--- src/dcm_cfg.svh ---
// Constants for the dual clock mode controller: offsets, fields, reset values, timing
`ifndef DCM_CFG_SVH
`define DCM_CFG_SVH

// ----------------------------------------------------------------------------
// Register map (byte addresses)
// ----------------------------------------------------------------------------
`define DCM_OSC_CTRL_ADDR 8'h00
`define DCM_CONFIG_ADDR 8'h04
`define DCM_STATUS_ADDR 8'h08

// ----------------------------------------------------------------------------
// Oscillator control fields
// ----------------------------------------------------------------------------
`define DCM_SEL_BIT 0
`define DCM_STOP_BIT 1
`define DCM_PMODE_LSB 2
`define DCM_PMODE_MSB 3
`define DCM_LCK_BIT 4

// ----------------------------------------------------------------------------
// Configuration word fields
// ----------------------------------------------------------------------------
`define DCM_CFG_FSRC_LSB 0
`define DCM_CFG_FSRC_MSB 1
`define DCM_CFG_RCF_LSB 2
`define DCM_CFG_RCF_MSB 4
`define DCM_CFG_SSRC_BIT 5
`define DCM_CFG_DIV4_BIT 6
`define DCM_CFG_START_FAST_BIT 7
`define DCM_CFG_T0SRC_BIT 8
`define DCM_CFG_CKOUT_BIT 9
`define DCM_CFG_RESET 10'h081

// ----------------------------------------------------------------------------
// Power mode requests and fast source codes
// ----------------------------------------------------------------------------
`define DCM_PMODE_RUN 2'h0
`define DCM_PMODE_HALT 2'h1
`define DCM_PMODE_STANDBY 2'h2
`define DCM_FSRC_IRC 2'h0
`define DCM_FSRC_HXT 2'h1
`define DCM_FSRC_XT 2'h2

// ----------------------------------------------------------------------------
// Timing
// ----------------------------------------------------------------------------
`define DCM_CLK_PERIOD_NS 50
`define DCM_SWITCH_SETTLE_NS 100
`define DCM_SWITCH_SETTLE_CYC ((`DCM_SWITCH_SETTLE_NS + `DCM_CLK_PERIOD_NS - 1) / `DCM_CLK_PERIOD_NS)

`endif

--- src/dcm_pkg.sv ---
// Types for the dual clock mode controller
package dcm_pkg;

    // Operating modes
    typedef enum logic [1:0] {dcm_normal, dcm_slow, dcm_standby, dcm_halt} dcm_mode_e;

    // Glitch-free switch states
    typedef enum logic [2:0] {
        dcm_sw_idle, dcm_sw_gate_old, dcm_sw_wait, dcm_sw_gate_new
    } dcm_sw_e;

    // AHB-Lite request from the master
    typedef struct packed {
        logic hsel;
        logic [31:0] haddr;
        logic [1:0] htrans;
        logic hwrite;
        logic [2:0] hsize;
        logic hready;
        logic [31:0] hwdata;
    } dcm_ahb_req_s;

    // AHB-Lite answer from the slave
    typedef struct packed {
        logic [31:0] hrdata;
        logic hreadyout;
        logic hresp;
    } dcm_ahb_rsp_s;

    // Oscillator and pad controls
    typedef struct packed {
        logic fast_osc_en;
        logic slow_osc_en;
        logic [1:0] fast_src;
        logic [2:0] rc_freq;
        logic slow_src;
        logic pad_xtal;
        logic pad_clk_out;
    } dcm_osc_ctl_s;

endpackage

--- src/dcm_ctrl.sv ---
// Dual clock source selection and operating mode controller with AHB-Lite registers
`timescale 1ns/1ps
`include "dcm_cfg.svh"

module dcm_ctrl (
    // Clock, reset, enable
    input wire logic hclk,
    input wire logic hresetn,
    input wire logic clk_en,
    // Register bus
    input wire dcm_pkg::dcm_ahb_req_s ahb_req,
    output dcm_pkg::dcm_ahb_rsp_s ahb_rsp,
    // Oscillator clocks and events, asynchronous to hclk
    input wire logic fast_clock,
    input wire logic slow_clock,
    input wire logic sleep_req,
    input wire logic wake_req,
    // Clock outputs
    output logic system_clock,
    output logic instruction_clock,
    output logic timer0_clock,
    // Oscillator and pad control
    output dcm_pkg::dcm_osc_ctl_s osc_ctl,
    output dcm_pkg::dcm_mode_e mode
);
    import dcm_pkg::*;

    // ------------------------------------------------------------------------
    // Declarations
    // ------------------------------------------------------------------------
    logic [7:0] oscillator_control; // Control register
    logic [9:0] config_word; // Fixed configuration word
    logic cfg_locked; // Configuration frozen after first write
    logic start_pending; // Startup select to load
    logic ph_sel; // Data phase active
    logic ph_write; // Data phase is a write
    logic [7:0] ph_addr; // Address captured in address phase
    logic [1:0] fast_sync; // Fast clock synchroniser
    logic [1:0] slow_sync; // Slow clock synchroniser
    logic [1:0] sleep_sync; // Sleep input synchroniser
    logic [1:0] wake_sync; // Wake input synchroniser
    logic fast_d; // Previous synced fast level
    logic slow_d; // Previous synced slow level
    logic sleep_d; // Previous synced sleep level
    logic src_fast; // Source currently driving system clock
    logic gate_on; // System clock gate
    dcm_sw_e sw_state; // Switch state
    logic [1:0] settle_cnt; // Settle counter
    logic sys_d; // Previous system clock level
    logic [1:0] inst_div; // Instruction clock divider
    logic sys_rise; // System clock rising edge
    logic cur_level; // Level of selected source
    logic want_fast; // Requested source
    logic acc_ok; // Valid address phase
    logic wr_ctrl; // Control write strobe
    logic [31:0] next_rdata; // Read mux
    logic [31:0] rdata_q; // Registered read data
    logic run_gate; // Halt gate, moves only while the source is low

    // ------------------------------------------------------------------------
    // Synchronisers: first stage feeds only the second
    // ------------------------------------------------------------------------
    always_ff @(posedge hclk or negedge hresetn)
    begin
        if (!hresetn)
        begin
            fast_sync <= 2'h0;
            slow_sync <= 2'h0;
            sleep_sync <= 2'h0;
            wake_sync <= 2'h0;
        end
        else if (clk_en)
        begin
            fast_sync <= {fast_sync[0], fast_clock};
            slow_sync <= {slow_sync[0], slow_clock};
            sleep_sync <= {sleep_sync[0], sleep_req};
            wake_sync <= {wake_sync[0], wake_req};
        end
    end

    // ------------------------------------------------------------------------
    // AHB-Lite slave: zero wait, always OKAY
    // ------------------------------------------------------------------------
    assign acc_ok = ahb_req.hsel && ahb_req.hready && ahb_req.htrans[1];
    assign wr_ctrl = ph_sel && ph_write && (ph_addr == `DCM_OSC_CTRL_ADDR);

    // Address phase capture
    always_ff @(posedge hclk or negedge hresetn)
    begin
        if (!hresetn)
        begin
            ph_sel <= 1'b0;
            ph_write <= 1'b0;
            ph_addr <= 8'h00;
        end
        else if (clk_en)
        begin
            ph_sel <= acc_ok;
            ph_write <= ahb_req.hwrite;
            ph_addr <= ahb_req.haddr[7:0];
        end
    end

    // Read mux; unmapped reads return zero
    always_comb
    begin
        next_rdata = 32'h0000_0000;
        case (ahb_req.haddr[7:0])
            `DCM_OSC_CTRL_ADDR: next_rdata = {24'h00_0000, oscillator_control};
            `DCM_CONFIG_ADDR: next_rdata = {21'h00_0000, cfg_locked, config_word};
            `DCM_STATUS_ADDR: next_rdata = {27'h000_0000, sw_state != dcm_sw_idle,
                src_fast, 1'b0, mode};
            default: next_rdata = 32'h0000_0000;
        endcase
    end

    // Read data register
    always_ff @(posedge hclk or negedge hresetn)
    begin
        if (!hresetn)
            rdata_q <= 32'h0000_0000;
        else if (clk_en && acc_ok && !ahb_req.hwrite)
            rdata_q <= next_rdata;
    end
    // One driver for the whole answer: zero wait, always OKAY
    assign ahb_rsp = {rdata_q, 1'b1, 1'b0};

    // ------------------------------------------------------------------------
    // Configuration word, writable once until the next reset
    // ------------------------------------------------------------------------
    always_ff @(posedge hclk or negedge hresetn)
    begin
        if (!hresetn)
        begin
            config_word <= `DCM_CFG_RESET;
            cfg_locked <= 1'b0;
        end
        else if (clk_en && ph_sel && ph_write && !cfg_locked
            && ph_addr == `DCM_CONFIG_ADDR)
        begin
            config_word <= ahb_req.hwdata[9:0];
            cfg_locked <= 1'b1;
        end
    end

    // ------------------------------------------------------------------------
    // Control register and operating mode
    // ------------------------------------------------------------------------
    always_ff @(posedge hclk or negedge hresetn)
    begin
        if (!hresetn)
        begin
            oscillator_control <= 8'h00;
            start_pending <= 1'b1;
            mode <= dcm_normal;
            sleep_d <= 1'b0;
        end
        else if (clk_en)
        begin
            sleep_d <= sleep_sync[1];
            if (start_pending)
            begin
                oscillator_control <= {7'h00, config_word[`DCM_CFG_START_FAST_BIT]};
                start_pending <= 1'b0;
                mode <= config_word[`DCM_CFG_START_FAST_BIT] ? dcm_normal : dcm_slow;
            end
            else if (mode == dcm_standby || mode == dcm_halt)
            begin
                // Wake returns to the mode given by the select bit
                if (wake_sync[1])
                begin
                    oscillator_control[`DCM_PMODE_MSB:`DCM_PMODE_LSB] <= `DCM_PMODE_RUN;
                    mode <= oscillator_control[`DCM_SEL_BIT] ? dcm_normal : dcm_slow;
                end
            end
            else if (wr_ctrl)
            begin
                oscillator_control <= {3'h0, ahb_req.hwdata[4:0]};
                // mode field requests a low power mode
                if (ahb_req.hwdata[`DCM_PMODE_MSB:`DCM_PMODE_LSB] == `DCM_PMODE_STANDBY)
                    mode <= dcm_standby;
                else if (ahb_req.hwdata[`DCM_PMODE_MSB:`DCM_PMODE_LSB] == `DCM_PMODE_HALT)
                    mode <= dcm_halt;
                else
                    mode <= ahb_req.hwdata[`DCM_SEL_BIT] ? dcm_normal : dcm_slow;
            end
            else if (sleep_sync[1] && !sleep_d)
                mode <= dcm_halt;
        end
    end

    // ------------------------------------------------------------------------
    // Glitch-free source switch: gate off and swap, settle, gate on
    // ------------------------------------------------------------------------
    assign want_fast = oscillator_control[`DCM_SEL_BIT];
    assign cur_level = src_fast ? fast_sync[1] : slow_sync[1];

    always_ff @(posedge hclk or negedge hresetn)
    begin
        if (!hresetn)
        begin
            sw_state <= dcm_sw_idle;
            src_fast <= 1'b1;
            gate_on <= 1'b1;
            settle_cnt <= 2'h0;
        end
        else if (clk_en)
        begin
            case (sw_state)
                dcm_sw_idle:
                    if (want_fast != src_fast)
                        sw_state <= dcm_sw_gate_old;
                dcm_sw_gate_old:
                    // Stop only while the old source is low
                    if (!cur_level)
                    begin
                        gate_on <= 1'b0;
                        src_fast <= want_fast;
                        settle_cnt <= 2'(`DCM_SWITCH_SETTLE_CYC);
                        sw_state <= dcm_sw_wait;
                    end
                dcm_sw_wait:
                    if (settle_cnt == 2'h0)
                        sw_state <= dcm_sw_gate_new;
                    else
                        settle_cnt <= settle_cnt - 2'h1;
                dcm_sw_gate_new:
                    // Resume only while the new source is low
                    if (!cur_level)
                    begin
                        gate_on <= 1'b1;
                        sw_state <= dcm_sw_idle;
                    end
                default:
                    sw_state <= dcm_sw_idle;
            endcase
        end
    end

    // ------------------------------------------------------------------------
    // Clock outputs rebuilt in the hclk domain
    // ------------------------------------------------------------------------
    assign sys_rise = system_clock && !sys_d;

    always_ff @(posedge hclk or negedge hresetn)
    begin
        if (!hresetn)
        begin
            system_clock <= 1'b0;
            run_gate <= 1'b1;
            sys_d <= 1'b0;
            timer0_clock <= 1'b0;
            fast_d <= 1'b0;
            slow_d <= 1'b0;
        end
        else if (clk_en)
        begin
            fast_d <= fast_sync[1];
            slow_d <= slow_sync[1];
            sys_d <= system_clock;
            // Halt gates the clock only in a low phase, so no runt pulse
            if (!cur_level)
                run_gate <= (mode != dcm_halt);
            system_clock <= gate_on && run_gate && cur_level;
            if (oscillator_control[`DCM_LCK_BIT] && config_word[`DCM_CFG_T0SRC_BIT])
                timer0_clock <= slow_sync[1];
            else
                timer0_clock <= system_clock;
        end
    end

    always_ff @(posedge hclk or negedge hresetn)
    begin
        if (!hresetn)
        begin
            inst_div <= 2'h0;
            instruction_clock <= 1'b0;
        end
        else if (clk_en && sys_rise)
        begin
            inst_div <= inst_div + 2'h1;
            if (config_word[`DCM_CFG_DIV4_BIT])
                instruction_clock <= inst_div[1];
            else
                instruction_clock <= inst_div[0];
        end
    end

    // ------------------------------------------------------------------------
    // Oscillator enables and pad ownership
    // ------------------------------------------------------------------------
    always_ff @(posedge hclk or negedge hresetn)
    begin
        if (!hresetn)
            osc_ctl <= '0;
        else if (clk_en)
        begin
            // fast stops in Halt, or by stop bit while slow is both the source and the selection
            osc_ctl.fast_osc_en <= (mode != dcm_halt) && !(oscillator_control[`DCM_STOP_BIT]
                && !src_fast && !want_fast);
            osc_ctl.slow_osc_en <= (mode != dcm_halt);
            osc_ctl.fast_src <= config_word[`DCM_CFG_FSRC_MSB:`DCM_CFG_FSRC_LSB];
            osc_ctl.rc_freq <= config_word[`DCM_CFG_RCF_MSB:`DCM_CFG_RCF_LSB];
            osc_ctl.slow_src <= config_word[`DCM_CFG_SSRC_BIT];
            osc_ctl.pad_xtal <= (config_word[`DCM_CFG_FSRC_MSB:`DCM_CFG_FSRC_LSB]
                != `DCM_FSRC_IRC) || config_word[`DCM_CFG_SSRC_BIT];
            osc_ctl.pad_clk_out <= (config_word[`DCM_CFG_FSRC_MSB:`DCM_CFG_FSRC_LSB]
                == `DCM_FSRC_IRC) && !config_word[`DCM_CFG_SSRC_BIT]
                && config_word[`DCM_CFG_CKOUT_BIT];
        end
    end

endmodule // dcm_ctrl

--- config.mk ---
export PLATFORM = sky130hd
export DESIGN_NAME = dcm_ctrl
export DESIGN_NICKNAME = d
export VERILOG_FILES = /design/src/dcm_pkg.sv /design/src/dcm_ctrl.sv
export VERILOG_INCLUDE_DIRS = /design/src
export SDC_FILE = /design/constraint.sdc
export NUM_CORES = 1
export LEC_CHECK = 0
export BUFFER_PORTS_ARGS = -buffer_cell sky130_fd_sc_hd__buf_2
export CORE_UTILIZATION = 44
export CTS_CLUSTER_SIZE = 40
export DETAILED_ROUTE_END_ITERATION = 8
export GPL_TIMING_DRIVEN = 0
export HOLD_SLACK_MARGIN = 0.06
export PLACE_DENSITY = 0.85
export SKIP_CTS_REPAIR_TIMING = 1
export SLEW_MARGIN = 20
export SYNTH_ARGS = -nofsm -noshare
export SYNTH_HDL_FRONTEND = slang
export SYNTH_SLANG_ARGS = --single-unit
--- constraint.sdc ---
create_clock -name hclk -period 1.7 [get_ports hclk]
set_input_delay 0.17 -clock hclk [delete_from_list [all_inputs] [get_ports hclk]]
set_output_delay 0.17 -clock hclk [all_outputs]
set_load 0.02 [all_outputs]
# Yosys cells after proc, flatten, opt, wreduce, memory -nomap -nowiden
# Index checks and enable logic that the tools add are counted.
# classes
n_addsub,2
n_eq_ne,19
mux,31
bitwise_logic,1
reduce_logical,51
# op_table
operator,n
case mux 11 bit (3 select lines),1
two-way mux 2 bit,12
logical AND 1 bit,21
"== test 8 x 3 -> 1 bit, second input constant",2
logical NOT 8 bit,2
two-way mux 8 bit,2
"!= test 2 bit, second input constant",7
two-way mux 3 bit,4
case mux 3 bit (4 select lines),1
AND reduction 3 bit,4
"== test 8 x 4 -> 1 bit, second input constant",1
logical NOT 1 bit,8
two-way mux 1 bit,8
AND reduction 4 bit,2
nonzero test 2 bit,4
"== test 2 bit, second input constant",3
"== test 3 x 2 -> 1 bit, second input constant",2
nonzero test 3 bit,2
AND reduction 5 bit,1
logical NOT 2 bit,2
two-way mux 4 bit,1
case mux 2 bit (2 select lines),1
nonzero test 4 bit,1
"== test 3 x 1 -> 1 bit, second input constant",1
other kinds (10),11
# word_totals
register_bits,97
input_bits,79
output_inout_bits,49
word_cells,136

# Depth between registers and ports, before layout
# Gate-level depths: netlist of the first run.
# logic_depth
depth_word,6
ltp_mapped,6
ltp_nobuf,6

# Least setup slack after synthesis of the first run
# OpenSTA, ideal clock, no wires.
# synth_timing
path_kind,register -> register
start,register src_fast
end,register sw_state[1]
setup_time_ps,125
t_arrival_ps,1566
required_time_ps,1575
path_slack_ps,9
stages_incl_launch_ff,5
n_path_buf,0
period_less_slack_ps,1691
path_cell_list,dfstp_2 -> mux2i_2 -> o211ai_1 -> a21oi_1 -> mux2_2
# synth_via
elab_chain_cells,3
elab_cells_between_ends,6
cone_classes,4 x eq/ne; 1 x mux; 1 x reduce/logical
# synth_rtl
item,line_no,text
from (decl),dcm_ctrl.sv:45,logic src_fast;
from (signal assigned),dcm_ctrl.sv:218,src_fast <= want_fast;
!= test 1 bit / two-way mux 1 bit (equally long branches),"dcm_ctrl.sv:211, dcm_ctrl.sv:196",
!= test 2 bit (no source line),--,
AND reduction 5 bit (no source line) (*),--,
to (signal assigned),dcm_ctrl.sv:212,sw_state <= dcm_sw_gate_old;
to (signal assigned),dcm_ctrl.sv:220,sw_state <= dcm_sw_wait;
to (signal assigned),dcm_ctrl.sv:224,sw_state <= dcm_sw_gate_new;
to (decl),dcm_ctrl.sv:47,dcm_sw_e sw_state;
# Mark *: on every way between the ends. The rest lies on a longest branch, timed or not.
# A chain may end at the register's enable or synchronous reset.

# Worst setup path after layout of the first run
# layout_timing
start,register ph_addr[6]
end,register config_word[4]
# layout_via
elab_chain_cells,2
# layout_rtl
item,line_no,text
from (decl),dcm_ctrl.sv:37,logic [7:0] ph_addr;
from (signal assigned),dcm_ctrl.sv:100,ph_addr <= ahb_req.haddr[7:0];
== test 8 x 3 -> 1 bit (no source line),--,
logical AND 1 bit (no source line),--,
to (signal assigned),dcm_ctrl.sv:135,config_word <= `DCM_CFG_RESET;
to (signal assigned),dcm_ctrl.sv:141,config_word <= ahb_req.hwdata[9:0];
to (decl),dcm_ctrl.sv:32,logic [9:0] config_word;
# Every way passes these cells.

==> summary.txt, run 1 <==
Critical path
  • CP Data Required Time: approximately 1.9 ns
  • Worst Setup Start Kind: register
  • Worst setup path class: reg -> reg
  • Max FO, Critical Path: 5
  • Critical Path End Type: register
  • Cell depth of the worst flop-to-flop path: 5
  • Critical path arrival: between 1.5 and 2 ns

Synthesis
  • Synthesized area: 3420 µm²
  • #FFs+latches synth: 72
  • Yosys cell types: 50
  • Synth area leader: dfrtp_1
  • Sequential fraction of the synthesis area: a little over half
  • Ys Warns: 0
  • Synth area leaders: dfrtp_1 (48%), mux2_2 (12%), buf_4 (5.0%)
  • Post-synth EDFFs: 0
  • Mean area per synthesized cell: approximately 12 µm²
  • FFs w/ async S/R, synth: 100%
  • Top_reg_cell synth: dfrtp_1
  • Post-synth top area share: roughly half
  • Syn Inst Count: roughly 290

Cells and area
  • Layout cells sized above 1: between 40% and 50%
  • Commonest non-fill, non-tap cell in the layout: dfrtp_1
  • # fillers: about 600
  • Antenna diodes: 0
  • Most frequent cells in the layout: dfrtp_1 (66), buf_2 (56), buf_4 (29)
  • Syn-to-layout area delta: 26.2%
  • Layout Nets: roughly 470
  • Finished Layout Cells: around 490

Clock tree
  • TritonCTS Buffers: 9
  • CTS tree: done
  • Clk slew on worst S/H paths: ~0.070 ns
  • Clock Sinks: 72
  • CTS root buf: clkbuf_8
  • Number of H-tree levels: 3
  • CTS max path bufs: 2
  • Clock latency at the later pin of the worst-skew pair: around 0.35 ns

Route
  • Vias per inst: about 5.1
  • Routed Antenna Nets: 0
  • Drt wl/cell: around 16 µm
  • Drt initial violations: between 150 and 200
  • DRT Pass-1 Iters: 4
  • DRC: 0
  • Post-Route WL: roughly 7600 µm
  • Via count: 2467

Timing
  • RSZ-0062 raised after global routing: true
  • Final setup fails: 0
  • Clock skew: 0.0119 ns
  • Final hold violations: 0
  • Final hold slack: approximately 0.058 ns
  • Final period utilization: ~99%
  • Slew headroom: roughly 62%
  • Slew @ Worst Pin: 0.565 ns
  • Min Clock Period, post-route: between 1.5 and 2 ns
  • Max Slew Vio Count: 0
  • Fmax: slightly below 600 MHz

GRT
  • Vias in the first global route: between 2000 and 2500
  • Antenna violations before repair: 0
  • GRT overflow: 0
  • Global-route wire length before repair: around 12000 µm
  • GRT Util Overall: between 10% and 20%
  • Largest net degree at the start of global routing: 43

Placed design
  • RePlAce Congestion: between 0.8 and 0.9
  • Buffers on Ports: 53
  • DP HPWL: between 5000 and 6000 µm
  • Placed Instances: approximately 460

Die
  • Core Footprint: 7370 µm²
  • Die X: between 90 and 100 µm
  • Die ar.: just over 8000 µm²
  • DIE HEIGHT: around 90 µm
  • Rows: 31
  • Initial Util: between 40% and 50%
  • # IOs: ~130

Pwr
  • Tot Pwr: 4.89 mW
  • VDD IR-drop max: around 0.47 mV
  • Static leakage: ~2.1 nW
  • Pwr Density: around 1100 nW/µm²

Min path
  • Min-Delay Path Class: in -> reg
  • Hold path cells: 2

Flow run
  • Max cap viols: 0

Outcome
  • Outcome: completed
-- critical path: stages (launching register included) --
cell     delay, ns
dfrtp_1       0.41
nor4_4        0.33
nand3_2       0.15
nor3_4        0.21
buf_6         0.19
mux2_4        0.30
-- per-layer routing --
layer  up-vias  wire (µm)  GRT usage [%]
met3        12        394           5.50
li1       1160          -              -
met4         0         81           5.78
met2        92       3730           30.2
met1      1203       3370           24.2
met5         -          0              0
-- cell families after synthesis --
family          share of synthesized area (%)
flops                                    52.9
buf+inv                                  8.37
simple gates                             9.69
xor+xnor                                0.768
other cells                             0.219
compound gates                           10.3
mux                                      15.2
fa+ha+maj                                2.56
-- final cells by class --
class | instances | area [µm²] | area share [%]
clock buffers | 12 | 145 | 3.36
well taps | 99 | 124 | 2.87
multi-input cells | 186 | 1490 | 34.5
plain buffers | 33 | 230 | 5.33
inverters | 15 | 56.3 | 1.30
repair buffers | 66 | 397 | 9.18
clock inverters | 4 | 70.1 | 1.62
flip-flops and latches | 72 | 1810 | 41.9
-- cells in the mapped netlist, types with 2 or more instances --
cell / n
dfrtp_1: 66
mux2_2: 37
buf_4: 23
inv_1: 15
nor2_1: 13
o21ai_0: 13
a22o_1: 12
nand2_1: 11
mux2i_1: 9
ha_1: 7
nand3_1: 7
a21oi_1: 6
dfstp_2: 6
buf_2: 4
clkbuf_1: 4
nand2b_1: 3
nor2b_1: 3
nor3_1: 3
xnor2_1: 3
a22oi_1: 2
a32o_1: 2
and2_1: 2
and3b_1: 2
buf_6: 2
conb_1: 2
nand4_1: 2
nor4_4: 2
or2_2: 2
-- metrics by stage --
stage	setup WS, ns	util [%]	setup TNS (ns)	cell area [µm²]
finish	0.00900	58.6	0	4320
CTS	-0.175	56.0	-1.27	4130
global route	-0.115	58.6	-0.891	4320
global placement	-0.113	52.8	-0.765	3890
floorplan	0.00918	-	0	3500
detailed placement	-0.153	53.1	-1.25	3910
-- sequential cells by signal, indices dropped and copies added, names as in the netlist, 2 cells and up --
signal / count
config_word: 10
fast_sync: 2
inst_div: 2
mode: 2
osc_ctl: 10
oscillator_control: 5
ph_addr: 8
rdata_q: 11
settle_cnt: 2
sleep_sync: 2
slow_sync: 2
sw_state: 2
wake_sync: 2
-- worst paths after layout --
check,from,to,slack (ns)
max in group asynchronous,hresetn,start_pending,0.80
worst min-delay path,fast_clock,fast_sync[0],0.06
worst min register to register,instruction_clock,instruction_clock,0.48
worst max register to register,ph_addr[6],config_word[4],0.009
worst max-delay path,ph_addr[6],config_word[4],0.009
min in group asynchronous,hresetn,instruction_clock,0.29
-- where the power goes --
part | leakage [nW] | switching (mW) | internal [mW]
Clock | 0.110 | 0.623 | 0.863
Sequential | 0.904 | 0.212 | 1.97
Combinational | 1.11 | 0.650 | 0.569
Power figures use the tool's default switching activity.
==> run 2: changes to the inputs <==
Settings changed: GPL_TIMING_DRIVEN 0 to default, PLACE_DENSITY 0.85 to 0.76.
==> run 2 against run 1 <==
Compared with the run above: the flow now finishes with violations (setup timing); non-clock buffer count shrank 23; sequential power is essentially flat; design area shrank 4.7%; via count shrank 4.5%; die area is the same; sequential cell count is the same; global-route usage shrank 1.5 points; first-iteration DRC count shrank 7.3%; largest power group unchanged.
==> summary.txt, run 2 (synthesis results as in run 1) <==
Timing
  • Max Slew Vio Count: 0
  • Final hold violations: 0
  • Final setup fails: 1
  • Final worst slack: -0.000386 ns
  • Min Clock Period, post-route: roughly 1.7 ns
  • Setup TNS: -0.000386 ns
  • RSZ-0062 raised after global routing: true
  • Clock skew: around 0.012 ns
  • Final period utilization: 100%
  • Fmax: slightly below 600 MHz
  • Final hold slack: between 0.06 and 0.07 ns

Route
  • Via count: between 2000 and 2500
  • DRT Pass-1 Iters: 4
  • Post-Route WL: just under 7000 µm
  • Drt initial violations: around 150
  • Routed Antenna Nets: 0
  • Vias per inst: a little over 5
  • DRC: 0
  • Drt wl/cell: ~15 µm

Clock tree
  • CTS tree: done
  • Clock Sinks: a little over 70
  • Clock latency at the later pin of the worst-skew pair: around 0.35 ns
  • Clk slew on worst S/H paths: around 0.080 ns
  • CTS max path bufs: 2
  • Number of H-tree levels: 3
  • TritonCTS Buffers: 9
  • CTS root buf: clkbuf_8

Die
  • Rows: 31
  • DIE HEIGHT: between 90 and 100 µm
  • Initial Util: between 40% and 50%
  • # IOs: ~130
  • Die X: around 90 µm
  • Die ar.: around 8000 µm²
  • Core Footprint: 7370 µm²

Critical path
  • Worst reg2reg path startpoint: ph_addr[6]
  • Max FO, Critical Path: 5
  • Worst setup path class: reg -> reg
  • CP Data Required Time: a little under 2 ns
  • Flop2flop setup slack: -0.0004 ns
  • Critical Path End Type: register
  • Crit path launch: ph_addr[6]
  • Reg2reg end: config_word[5]
  • Worst Setup Start Kind: register
  • Critical path arrival: approximately 1.9 ns
  • Cell depth of the worst flop-to-flop path: 5

Min path
  • Hold path cells: 2
  • Hold endpoint: config_word[9]
  • Worst hold start: ahb_req[9]
  • Min-Delay Path Class: in -> reg

Flow run
  • Max cap viols: 0

Outcome
  • Outcome: complete, but fails checks
  • Failing checks: setup timing

GRT
  • Antenna violations before repair: 0
  • Vias in the first global route: between 2000 and 2500
  • GR Util met3: approximately 4.8%
  • GR peak layer: met2
  • Largest net degree at the start of global routing: 73
  • Met1 GRT Util: between 20 and 25%
  • Global-route wire length before repair: 11000 µm
  • GRT met2 Usage: between 20% and 30%
  • GRT Util Overall: roughly 17%
  • GRT overflow: 0

Cells and area
  • Most frequent cells in the layout: dfrtp_1 (66), buf_2 (54), mux2_2 (27)
  • Layout cells sized above 1: 37.3%
  • Largest Register: rdata_q
  • Commonest non-fill, non-tap cell in the layout: dfrtp_1
  • Layout Nets: around 450
  • Fin util: ~56%
  • Final instance area: between 4000 and 5000 µm²
  • Syn-to-layout area delta: 20.2%
  • Largest registers: rdata_q x11, config_word x10, osc_ctl x10
  • Antenna diodes: 0
  • Largest register FFs: 11

Pwr
  • VDD IR-drop max: roughly 0.44 mV
  • Pwr Density: approximately 1100 nW/µm²
  • Tot Pwr: about 4.6 mW
  • Static leakage: approximately 2.0 nW

Placed design
  • Buffers on Ports: 54
  • DP HPWL: between 4000 and 5000 µm
  • Dpl cell area: around 3800 µm²
  • RePlAce Congestion: 0.784
[run 2: cell count changes in the layout (fill, tap and decap cells not counted), moves of 2 or more]
| cell | delta |
|---|---|
| buf_4 | -18 |
| clkbuf_1 | -4 |
| buf_2 | -2 |
| bufinv_16 | -2 |
| clkbuf_8 | +2 |
| clkinv_2 | -2 |
| clkinvlp_4 | +2 |
| dlygate4sd3_1 | +2 |
[run 2: how the worst max path moves through the flow]
| stage | cells after the start | endpoint | slack, ns |
|---|---|---|---|
| 2_1_floorplan | 4 | sw_state[1] | 0.009 |
| 3_3_place_gp | 5 | config_word[9] | -0.04 |
| 3_5_place_dp | 5 | config_word[5] | -0.07 |
| 4_1_cts | 5 | config_word[2] | -0.09 |
| 5_1_grt | 5 | config_word[3] | -0.04 |
| 6_report | 5 | config_word[5] | -0.0004 |
[run 2: per-stage QoR]
step	cells	setup slack, ns
6_report	464	-0.000386
5_1_grt	464	-0.0374
4_1_cts	455	-0.0865
3_5_place_dp	439	-0.0698
3_3_place_gp	439	-0.0352
2_1_floorplan	306	0.00918
[run 2: worst max-delay path: stages, from the launching register on]
cell and delay [ns]:
dfrtp_1 0.41, nor4_4 0.32, nand3_2 0.13, nor3_4 0.24
buf_6 0.19, mux2_4 0.30
[run 2: cell type report]
class                   instances  area, µm²
fillers                       651       3250
flip-flops and latches         72       1810
clock inverters                 2       15.0
multi-input cells             186       1460
inverters                      15       56.3
well taps                      99        124
clock buffers                  14        173
repair buffers                 76        475
[run 2: power by group]
| group | internal [mW] | leakage (nW) | switching [mW] | total [mW] |
|---|---|---|---|---|
| logic | 0.525 | 0.994 | 0.629 | 1.15 |
| registers | 1.97 | 0.904 | 0.188 | 2.16 |
| clock network | 0.652 | 0.0889 | 0.628 | 1.28 |
[run 2: per-layer routing]
layer	wire length [µm]	share of wire [%]
met5	0	0
met4	78	1.1
met3	340	5.0
met2	3280	48
met1	3110	46
==> run 3: changes to the inputs <==
Settings changed: CORE_UTILIZATION 44 to 49, PLACE_DENSITY 0.76 to 0.89.
Clock period 1.7 ns to 1.6 ns, I/O delays scaled along.
==> run 3 against run 2 <==
Compared with the run above: the flow still finishes with violations (setup timing); critical path depth did not move; clock skew fell by 0.0025 ns; combinational power rose by 17%; utilization rose by 5.7 points; first-iteration DRC count rose by 6.6%; register-to-register slack got worse by 0.10 ns; non-clock buffer count rose by 5; worst setup slack got worse by 0.10 ns; die area fell by 10%; count of clock-buffer cells in the layout fell by 5.
==> summary.txt, run 3 (synthesis results as in run 1) <==
Route
  • Post-Route WL: 6920 µm
  • Via count: 2390
  • Drt wl/cell: between 15 and 20 µm
  • Drt initial violations: 162
  • Routed Antenna Nets: 0
  • Vias per inst: 5.31
  • DRC: 0
  • DRT Pass-1 Iters: 4

Timing
  • Final setup fails: 11
  • Min Clock Period, post-route: 1.70 ns
  • Final period utilization: 106%
  • RSZ-0062 raised after global routing: true
  • Final worst slack: -0.101 ns
  • Final hold violations: 0
  • Fmax: 588 MHz
  • Clock skew: just under 0.01 ns
  • Max Slew Vio Count: 0

Cells and area
  • Finished Layout Cells: between 400 and 500
  • # fillers: 520
  • Largest Register: rdata_q
  • Largest register FFs: 11
  • Syn-to-layout area delta: 21.5%
  • Layout cells sized above 1: approximately two fifths
  • Final instance area: 4160 µm²
  • Most frequent cells in the layout: dfrtp_1 (65), buf_2 (54), mux2_2 (34)
  • Layout Nets: roughly 450
  • Commonest non-fill, non-tap cell in the layout: dfrtp_1
  • Largest registers: rdata_q x11, config_word x10, osc_ctl x10
  • Fin util: roughly three fifths
  • Antenna diodes: 0

Clock tree
  • CTS tree: done
  • CTS max path bufs: 2
  • TritonCTS Buffers: 9
  • Clk slew on worst S/H paths: about 0.080 ns
  • Clock latency at the later pin of the worst-skew pair: ~0.36 ns
  • Number of H-tree levels: 3
  • CTS root buf: clkbuf_8
  • Clock Sinks: approximately 70

Die
  • Rows: 30
  • # IOs: between 100 and 150
  • Initial Util: 50.7%
  • Die ar.: roughly 7300 µm²
  • Core Footprint: 6760 µm²
  • DIE HEIGHT: approximately 86 µm
  • Die X: 85.6 µm

Critical path
  • Max FO, Critical Path: 10
  • Worst setup path class: reg -> reg
  • CP Data Required Time: 1.85 ns
  • Critical path arrival: just under 2 ns
  • CP peak stage delay: 0.41 ns
  • Highest-delay cell along the critical path: dfrtp_1
  • Top delay family on crit path: simple AND/OR/NAND/NOR gates
  • Worst Setup Start Kind: register
  • Crit path buf inv count: 1
  • CP Cell Sequence: nor4_4 -> nand3_1 -> nor3_2 -> buf_6 -> mux2_2
  • Critical Path End Type: register

GRT
  • GRT overflow: 0
  • Vias in the first global route: between 2000 and 2500
  • Largest net degree at the start of global routing: 45
  • Antenna violations before repair: 0
  • GRT Util Overall: approximately 20%
  • Global-route wire length before repair: around 11000 µm

Placed design
  • DP HPWL: approximately 4900 µm
  • Dpl cell area: 3770 µm²
  • Buffers on Ports: 54
  • RePlAce Congestion: ~0.78
  • Placed Instances: 420
  • Pre-CTS WS: -0.113 ns

Outcome
  • Failing checks: setup timing
  • Outcome: complete, but fails checks

Pwr
  • VDD IR-drop max: about 0.81 mV
  • Pwr Density: roughly 1200 nW/µm²
  • Static leakage: approximately 2 nW

Min path
  • Min-Delay Path Class: in -> reg

Flow run
  • Max cap viols: 0
-- run 3: cell count changes in the layout (fill, tap and decap cells not counted), sizes merged --
cell	before	now
clkbuf	14	9
clkinv	0	5
dlygate4sd3	8	13
clkinvlp	2	0
bufinv	0	1
inv	15	16
-- run 3: final cells by class --
cell class | instances | area (µm²) | area share [%]
clock buffers | 9 | 124 | 2.98
clock inverters | 7 | 81.3 | 1.95
inverters | 15 | 56.3 | 1.35
multi-input cells | 186 | 1470 | 35.2
flip-flops and latches | 72 | 1810 | 43.5
well taps | 80 | 100 | 2.41
repair buffers | 81 | 522 | 12.5
-- run 3: worst paths after layout --
path                                   start                 to  slack, ns  depth (start not counted)
max                               ph_addr[5]     config_word[2]      -0.10                          5
min                              ahb_req[43]         ph_addr[4]       0.06                          2
min in group asynchronous            hresetn        inst_div[0]       0.36                          3
max in group asynchronous            hresetn     config_word[7]       0.85                          3
max reg2reg                       ph_addr[5]     config_word[2]      -0.10                          5
min reg2reg                instruction_clock  instruction_clock       0.48                          2
-- run 3: report_power, final --
group | switching, mW | internal (mW) | total, mW
sequential | 0.218 | 2.09 | 2.31
combinational | 0.725 | 0.629 | 1.35
clock | 0.723 | 0.737 | 1.46
total | 1.67 | 3.46 | 5.13
-- run 3: metal layers --
layer | GRT usage (%) | wire, µm | up-vias
li1 | - | - | 1125
met1 | 25.9 | 3070 | 1175
met2 | 31.9 | 3380 | 77
met3 | 6.45 | 357 | 13
met4 | 6.97 | 115 | 0
met5 | 0 | 0 | -
-- run 3: stage by stage --
step                      power, mW  setup TNS (ns)  hold WS (ns)
after floorplan                3.19        -0.00840        -0.136
after global placement         3.49          -0.608         0.226
after detailed placement       3.58           -1.03         0.235
after CTS                      5.04           -1.07        -0.153
after global routing           5.44           -1.28        0.0621
final                          5.13          -0.809        0.0605
